[src/rtl/ifeb_pkg.sv]
// Purpose: Constants for the interrupt flag and enable bank.
// Assumes: One 8-bit register per index, reached over a plain port.
// Notes:   Bit layouts below are shared by the bank and its bench.
//
// How it works
// - A source event sets its request flag whether or not it is enabled.
// - Every register carries per-source enable bits that software writes.
// - A flag reads 1 while its request is pending and 0 otherwise; here software can also write a flag to 1, and a set flag holds until written 0.
// - Four primary registers hold global enable, direct and summary pairs.
// - Nine group registers hold the sources folded into each group.
// - Second primary register bit 7 is the serial flag, bit 3 its enable.
// - Its bits 6 and 5 are group 1 and 0 summary flags, bits 2 and 1 enables.
// - Its bit 4 is the request flag of external pin 1.
// - Its bit 0 enables external pin 1 when 1 and disables it when 0.
// - Group summary enables use 1 for enable and 0 for disable.

package ifeb_pkg;

  // ****************************************************************
  // Register map
  // ****************************************************************
  localparam int unsigned NUM_PRI   = 4;
  localparam int unsigned NUM_GRP   = 9;
  localparam int unsigned NUM_REG   = NUM_PRI + NUM_GRP;
  localparam int unsigned ADDR_W    = 4;

  localparam logic [3:0] OFS_PRIMARY_INT_CTRL_0 = 4'h0;
  localparam logic [3:0] OFS_PRIMARY_INT_CTRL_1 = 4'h1;
  localparam logic [3:0] OFS_PRIMARY_INT_CTRL_2 = 4'h2;
  localparam logic [3:0] OFS_PRIMARY_INT_CTRL_3 = 4'h3;
  localparam logic [3:0] OFS_GROUP_INT_CTRL_0   = 4'h4;
  localparam logic [3:0] OFS_BANK_EVT_STATUS    = 4'hd;
  localparam logic [3:0] OFS_BANK_EVT_MASK      = 4'he;

  localparam logic [7:0] REG_RESET = 8'h00;

  // Implemented bits per register index
  localparam logic [7:0] IMPL_MASK [NUM_REG] = '{
    8'h7f, 8'hff, 8'hff, 8'hff,
    8'h77, 8'hff, 8'h33, 8'h33, 8'h77, 8'hff, 8'hff, 8'hff, 8'h77
  };
  localparam logic [7:0] FLAG_FIELD = 8'hf0;

  // ****************************************************************
  // Field positions
  // ****************************************************************
  localparam int unsigned GLOBAL_INT_ENABLE_BIT = 0;
  localparam int unsigned PRI0_PAIR_SHIFT       = 3;
  localparam int unsigned PAIR_SHIFT            = 4;
  localparam int unsigned SERIAL_IF_FLAG_BIT    = 7;
  localparam int unsigned SERIAL_IF_ENABLE_BIT  = 3;
  localparam int unsigned EXT_PIN1_FLAG_BIT     = 4;
  localparam int unsigned EXT_PIN1_ENABLE_BIT   = 0;

  // Summary flag of group n: primary register and bit
  localparam logic [1:0] GRP_SUM_REG [NUM_GRP] = '{
    2'd1, 2'd1, 2'd2, 2'd2, 2'd2, 2'd3, 2'd3, 2'd3, 2'd3
  };
  localparam logic [2:0] GRP_SUM_BIT [NUM_GRP] = '{
    3'd5, 3'd6, 3'd4, 3'd6, 3'd7, 3'd4, 3'd5, 3'd6, 3'd7
  };

  // Bank event status bits
  localparam int unsigned EVT_REQ_RISE  = 0;
  localparam int unsigned EVT_FLAG_LOST = 1;
  localparam int unsigned EVT_W         = 2;

endpackage : ifeb_pkg
[src/rtl/ifeb_bank.sv]
// Purpose: Interrupt request flag and enable register bank.
// Assumes: Event inputs are one-cycle pulses synchronous to clk.
// Notes:   Flags are read/write; a hardware set wins over a software clear.
//
// The address-and-strobe port and the register addresses were left to the implementer.

`timescale 1ns/1ps
`default_nettype none

module ifeb_bank
  import ifeb_pkg::*;
(
  input  wire logic                      clk,
  input  wire logic                      rst,
  input  wire logic [ADDR_W-1:0]         addr,
  input  wire logic [7:0]                wdata,
  input  wire logic                      wr_stb,
  input  wire logic                      rd_stb,
  output logic      [7:0]                rdata,
  input  wire logic [NUM_REG-1:0][7:0]   src_evt,
  output logic                           core_int_req,
  output logic      [NUM_GRP-1:0]        group_pending,
  output logic                           irq
);

  // ****************************************************************
  // Storage and decode
  // ****************************************************************
  logic [7:0]         bank_r     [NUM_REG];
  logic [7:0]         bank_nxt   [NUM_REG];
  logic [7:0]         sum_set    [NUM_PRI];
  logic [7:0]         hw_set     [NUM_REG];
  logic [NUM_REG-1:0] lost_any;
  logic [NUM_PRI-1:0] pri_hit;
  logic               req_nxt;
  logic               core_req_r;
  logic [EVT_W-1:0]   evt_status_r;
  logic [EVT_W-1:0]   evt_mask_r;
  logic [EVT_W-1:0]   evt_set;
  logic [7:0]         rdata_r;
  logic               wr_status;
  logic               wr_mask;

  assign wr_status = wr_stb && (addr == OFS_BANK_EVT_STATUS);
  assign wr_mask   = wr_stb && (addr == OFS_BANK_EVT_MASK);

  // ****************************************************************
  // Group summaries
  // ****************************************************************
  // A group pends while any of its flags has its enable set
  genvar g;
  generate
    for (g = 0; g < NUM_GRP; g++) begin : g_grp
      assign group_pending[g] =
        |(bank_r[NUM_PRI+g] & FLAG_FIELD &
          (bank_r[NUM_PRI+g] << PAIR_SHIFT));
    end
  endgenerate

  // Level set each cycle keeps the summary flag up while pending
  always_comb begin
    for (int p = 0; p < NUM_PRI; p++) begin
      sum_set[p] = 8'h00;
    end
    for (int n = 0; n < NUM_GRP; n++) begin
      if (group_pending[n]) begin
        sum_set[GRP_SUM_REG[n]][GRP_SUM_BIT[n]] = 1'b1;
      end
    end
  end

  // ****************************************************************
  // Register next state
  // ****************************************************************
  genvar r;
  generate
    for (r = 0; r < NUM_REG; r++) begin : g_reg
      logic [7:0] sw_val;
      logic [7:0] direct_mask;
      logic [7:0] sum_bits;

      if (r < NUM_PRI) begin : g_pri
        assign sum_bits = sum_set[r];
      end else begin : g_gp
        assign sum_bits = 8'h00;
      end

      // Summary flag positions are set by group logic, not by events
      assign direct_mask = IMPL_MASK[r] & FLAG_FIELD & ~sum_bits &
                           ((r >= 1 && r < NUM_PRI) ?
                            ~(r == 1 ? 8'h60 : (r == 2 ? 8'hd0 : 8'hf0))
                            : 8'hff);

      assign hw_set[r] = (src_evt[r] & direct_mask) | sum_bits;

      assign sw_val = (wr_stb && (addr == 4'(r))) ? wdata : bank_r[r];

      // Set wins over a clear in the same cycle
      assign bank_nxt[r] = (sw_val | hw_set[r]) & IMPL_MASK[r];

      assign lost_any[r] = |(src_evt[r] & direct_mask & bank_r[r]);

      always_ff @(posedge clk or posedge rst) begin
        if (rst) begin
          bank_r[r] <= REG_RESET;
        end else begin
          bank_r[r] <= bank_nxt[r];
        end
      end
    end
  endgenerate

  // ****************************************************************
  // Request to the core
  // ****************************************************************
  // Primary flags pair with enables four bits lower, except register 0
  always_comb begin
    for (int p = 0; p < NUM_PRI; p++) begin
      pri_hit[p] = |(bank_r[p] & FLAG_FIELD &
                     (bank_r[p] << ((p == 0) ? PRI0_PAIR_SHIFT
                                              : PAIR_SHIFT)));
    end
    req_nxt = bank_r[0][GLOBAL_INT_ENABLE_BIT] && (|pri_hit);
  end

  always_ff @(posedge clk or posedge rst) begin
    if (rst) begin
      core_req_r <= 1'b0;
    end else begin
      core_req_r <= req_nxt;
    end
  end

  assign core_int_req = core_req_r;

  // ****************************************************************
  // Bank event status, mask and interrupt line
  // ****************************************************************
  assign evt_set[EVT_REQ_RISE]  = req_nxt && !core_req_r;
  assign evt_set[EVT_FLAG_LOST] = |lost_any;

  always_ff @(posedge clk or posedge rst) begin
    if (rst) begin
      evt_status_r <= '0;
    end else if (wr_status) begin
      evt_status_r <= (evt_status_r & ~wdata[EVT_W-1:0]) | evt_set;
    end else begin
      evt_status_r <= evt_status_r | evt_set;
    end
  end

  always_ff @(posedge clk or posedge rst) begin
    if (rst) begin
      evt_mask_r <= '0;
    end else if (wr_mask) begin
      evt_mask_r <= wdata[EVT_W-1:0];
    end
  end

  assign irq = |(evt_status_r & evt_mask_r);

  // ****************************************************************
  // Read port
  // ****************************************************************
  always_ff @(posedge clk or posedge rst) begin
    if (rst) begin
      rdata_r <= 8'h00;
    end else if (rd_stb) begin
      if (addr < 4'(NUM_REG)) begin
        rdata_r <= bank_r[addr];
      end else if (addr == OFS_BANK_EVT_STATUS) begin
        rdata_r <= {{(8-EVT_W){1'b0}}, evt_status_r};
      end else if (addr == OFS_BANK_EVT_MASK) begin
        rdata_r <= {{(8-EVT_W){1'b0}}, evt_mask_r};
      end else begin
        rdata_r <= 8'h00;
      end
    end else begin
      rdata_r <= 8'h00;
    end
  end

  assign rdata = rdata_r;

endmodule // ifeb_bank

`default_nettype wire

[config.mk]
export PLATFORM = sky130hd
export DESIGN_NAME = ifeb_bank
export DESIGN_NICKNAME = d
export VERILOG_FILES = /design/src/rtl/ifeb_pkg.sv /design/src/rtl/ifeb_bank.sv
export SDC_FILE = /design/constraint.sdc
export NUM_CORES = 1
export LEC_CHECK = 0
export ABC_CLOCK_PERIOD_IN_PS = 3100
export BUFFER_PORTS_ARGS = -buffer_cell sky130_fd_sc_hd__buf_2
export CAP_MARGIN = 30
export CORE_MARGIN = 2
export CORE_UTILIZATION = 45
export DETAILED_ROUTE_END_ITERATION = 8
export HOLD_SLACK_MARGIN = 0.06
export PLACE_DENSITY = 0.76
export SLEW_MARGIN = 10
export SYNTH_ARGS = -nofsm -noshare
export SYNTH_HDL_FRONTEND = slang
export SYNTH_SLANG_ARGS = --single-unit
[constraint.sdc]
create_clock -name clk -period 3.1 [get_ports clk]
set_clock_uncertainty 0.15 [all_clocks]
set_input_delay 0 -clock clk [delete_from_list [all_inputs] [get_ports clk]]
set_output_delay 0 -clock clk [all_outputs]
set_load 0.05 [all_outputs]
==> run summary <==
CTS tree -> yes
Ys Warns -> 0
vias per inst -> 6.37
Core Area -> 11500 um2
Post-DP HPWL -> 11500 um
Starting Density -> 46.3%
Max-cap violations -> 0
Power, Total -> 3.59 mW
Clock transition at path regs -> 0.07 ns
initial antenna violation count -> 0
worst r2r path cells -> 4
min-delay worst type -> in2async
ranking of synthesized cells by area -> dfrtp_1, mux2_2, mux4_2
Tmin final -> 2.43 ns
Clock Path Buffers -> 2
largest stage delay on the critical path -> 0.56 ns
most frequent cell after synthesis -> dfrtp_1
post-CTS setup buffer count -> 0
GR Overflow Total -> 0
Worst Max-Slew Pin Slew -> 0.958 ns
clock sink count -> 102
sequential element share of the synthesized area -> 48.1%
Mapped Cells -> 463
critical-path cell list -> dlygate4sd3_1 > buf_2 > nand3b_2 > nor3_1 > buf_4 > nor2b_1 > a211o_1 > dlygate4sd3_1
Crit path arrival time -> 2.51 ns
Placement Cell Area -> 5760 um2
DRT antenna net count -> 0
Die Area -> 12700 um2
num rows -> 39
cell taking the most area after synthesis -> dfrtp_1
ys flop type -> dfrtp_1
Most common cell on crit path -> dlygate4sd3_1
I/O pins -> 139
hold slack -> 0.161 ns
first-pass GRT wire length -> 26800 um
fraction of layout cells with a size suffix above 1 -> 26.4%
vias in the first global route -> 4889
Post-Route Setup TNS -> 0 ns
DR vias -> 4772
r2r startpoint -> bank_r[85]
async set-reset flop share out of synthesis -> 100%
Mapped Nets -> 583
final instance area -> 6820 um2
Max Freq -> 411 MHz
final-stage net count -> 723
Die Wd -> 113 um
Syn Std Cell Area -> 5310 um2
Crit Path Category -> in2reg
Unique masters post-synth -> 46
cts bufs inserted -> 9
wire per inst -> 22.4 um
clock root cell -> clkbuf_16
CP Capture Type -> register
post_cts resized -> 0
diode count -> 0
critical path's slowest cell -> dlygate4sd3_1
PortBufs -> 69
htree depth -> 3
RSZ-0062 raised after global routing -> false
Final Core Density -> 59.5%
DRT Pass-1 Iters -> 5
Peak VDD IR -> 0.000427 V
outcome -> finished, final reports clean
worst r2r dst -> evt_status_r[0]
share of the synthesized area in the top cell type -> 48.1%
Post-synth EDFFs -> 0
most instantiated cells after synthesis -> dfrtp_1, mux2_2, nand2_1, a22oi_1, nand3b_1
total routing usage reported by global routing -> 27.4%
startpoint type of the worst setup path -> primary input
final wirelength -> 16800 um
r2r setup slk -> 1.25 ns
pwr dens -> 526 nW/um2
final setup fails -> 0
# DRC -> 0
max-slew violations -> 0
largest net degree at the start of global routing -> 53
Worst Path Required -> 3.18 ns
FF+latch count, synth -> 102
Clock Latency Late Sink -> 0.34 ns
LEAKAGE -> 2.68 nW
GPL Wtd Cong -> 0.936
die span in y -> 113 um
Area Growth Syn to Fin -> 28.5%
Final Hold Viols -> 0
DR iter-0 viols -> 547
Mapped Avg Cell Area -> 11.5 um2
slew margin rel. -> 35.4%
Tcrit/Tclk final -> 78.5%
Max FO, Critical Path -> 11
[registers in the layout (all words and copies together) (netlist names)]
| register | count |
|---|---|
| bank_r | 89 |
| rdata | 8 |
| evt_mask_r | 2 |
| evt_status_r | 2 |
| core_int_req | 1 |
[cell families after synthesis]
logic type             after synthesis  share of synthesized area [%]
buffers and inverters               33                           3.28
DFF                                102                           48.1
and+or+nand+nor                    149                           16.3
AOI/OAI and AO/OA                   99                           13.6
muxes                               80                           18.8
[worst max path at each step]
stage,startpoint,to,slack (ns),depth (start not counted)
5_1_grt,wr_stb,bank_r[85],0.50,8
4_1_cts,wr_stb,bank_r[85],0.74,8
3_3_place_gp,addr[1],bank_r[81],0.97,5
6_report,wr_stb,bank_r[85],0.67,8
3_5_place_dp,addr[1],bank_r[82],0.97,5
2_1_floorplan,rst,bank_r[0],0.27,1
[area by class of cell]
cell class / instances / area (um2)
multi-input combinational: 328 / 2580
tap: 143 / 179
sequential: 102 / 2550
clock inverter: 3 / 21.3
fill: 919 / 4650
clock buffer: 11 / 253
inverter: 6 / 25.0
timing repair buffer: 156 / 1210
[cell usage in the layout, fill, tap and decap left out, types with 6 or more instances in the layout]
cell type      instances
dfrtp_1              102
dlygate4sd3_1         79
buf_2                 69
mux2_2                47
nand2_1               43
a22oi_1               31
nand3b_1              26
mux2i_1               22
nor2b_1               19
nand3_1               19
o21ai_0               15
a211o_1               14
mux4_2                11
clkbuf_16              9
nor2_1                 8
a21oi_1                8
a211oi_1               7
buf_4                  7
nand2b_1               6
nand4_1                6
[power breakdown]
group | leakage (nW) | switching (mW) | internal [mW] | total (mW)
registers | 1.10 | 0.153 | 1.50 | 1.65
logic | 1.44 | 0.508 | 0.367 | 0.875
clock network | 0.133 | 0.478 | 0.579 | 1.06
total | 2.68 | 1.14 | 2.45 | 3.59
[what timing repair did]
item	in CTS	in global routing
hold buffers	79	0
endpoints found under the setup margin	0	0
endpoints found under the hold margin	144	0
[stage by stage]
stage                     instances  setup slack (ns)
after global placement          656             0.971
after CTS                       749             0.745
after global routing            749             0.502
final                           749             0.666
after floorplan                 463             0.275
after detailed placement        656             0.965
[layer usage]
metal	track usage, %	share of wire, %	vias up
met1	38.5	40	2349
met4	9.84	3.1	0
li1	-	-	2031
met5	0	0	-
met3	5.51	10	54
met2	42.6	46	338
[worst max-delay path, delay by kind of cell]
family | cells | cell delay (ns)
AND/OR/NAND/NOR | 3 | 0.65
AO/OA/AOI/OAI | 1 | 0.26
buffers and inverters | 4 | 1.58
Note: power is estimated with default switching activity, not from simulation.
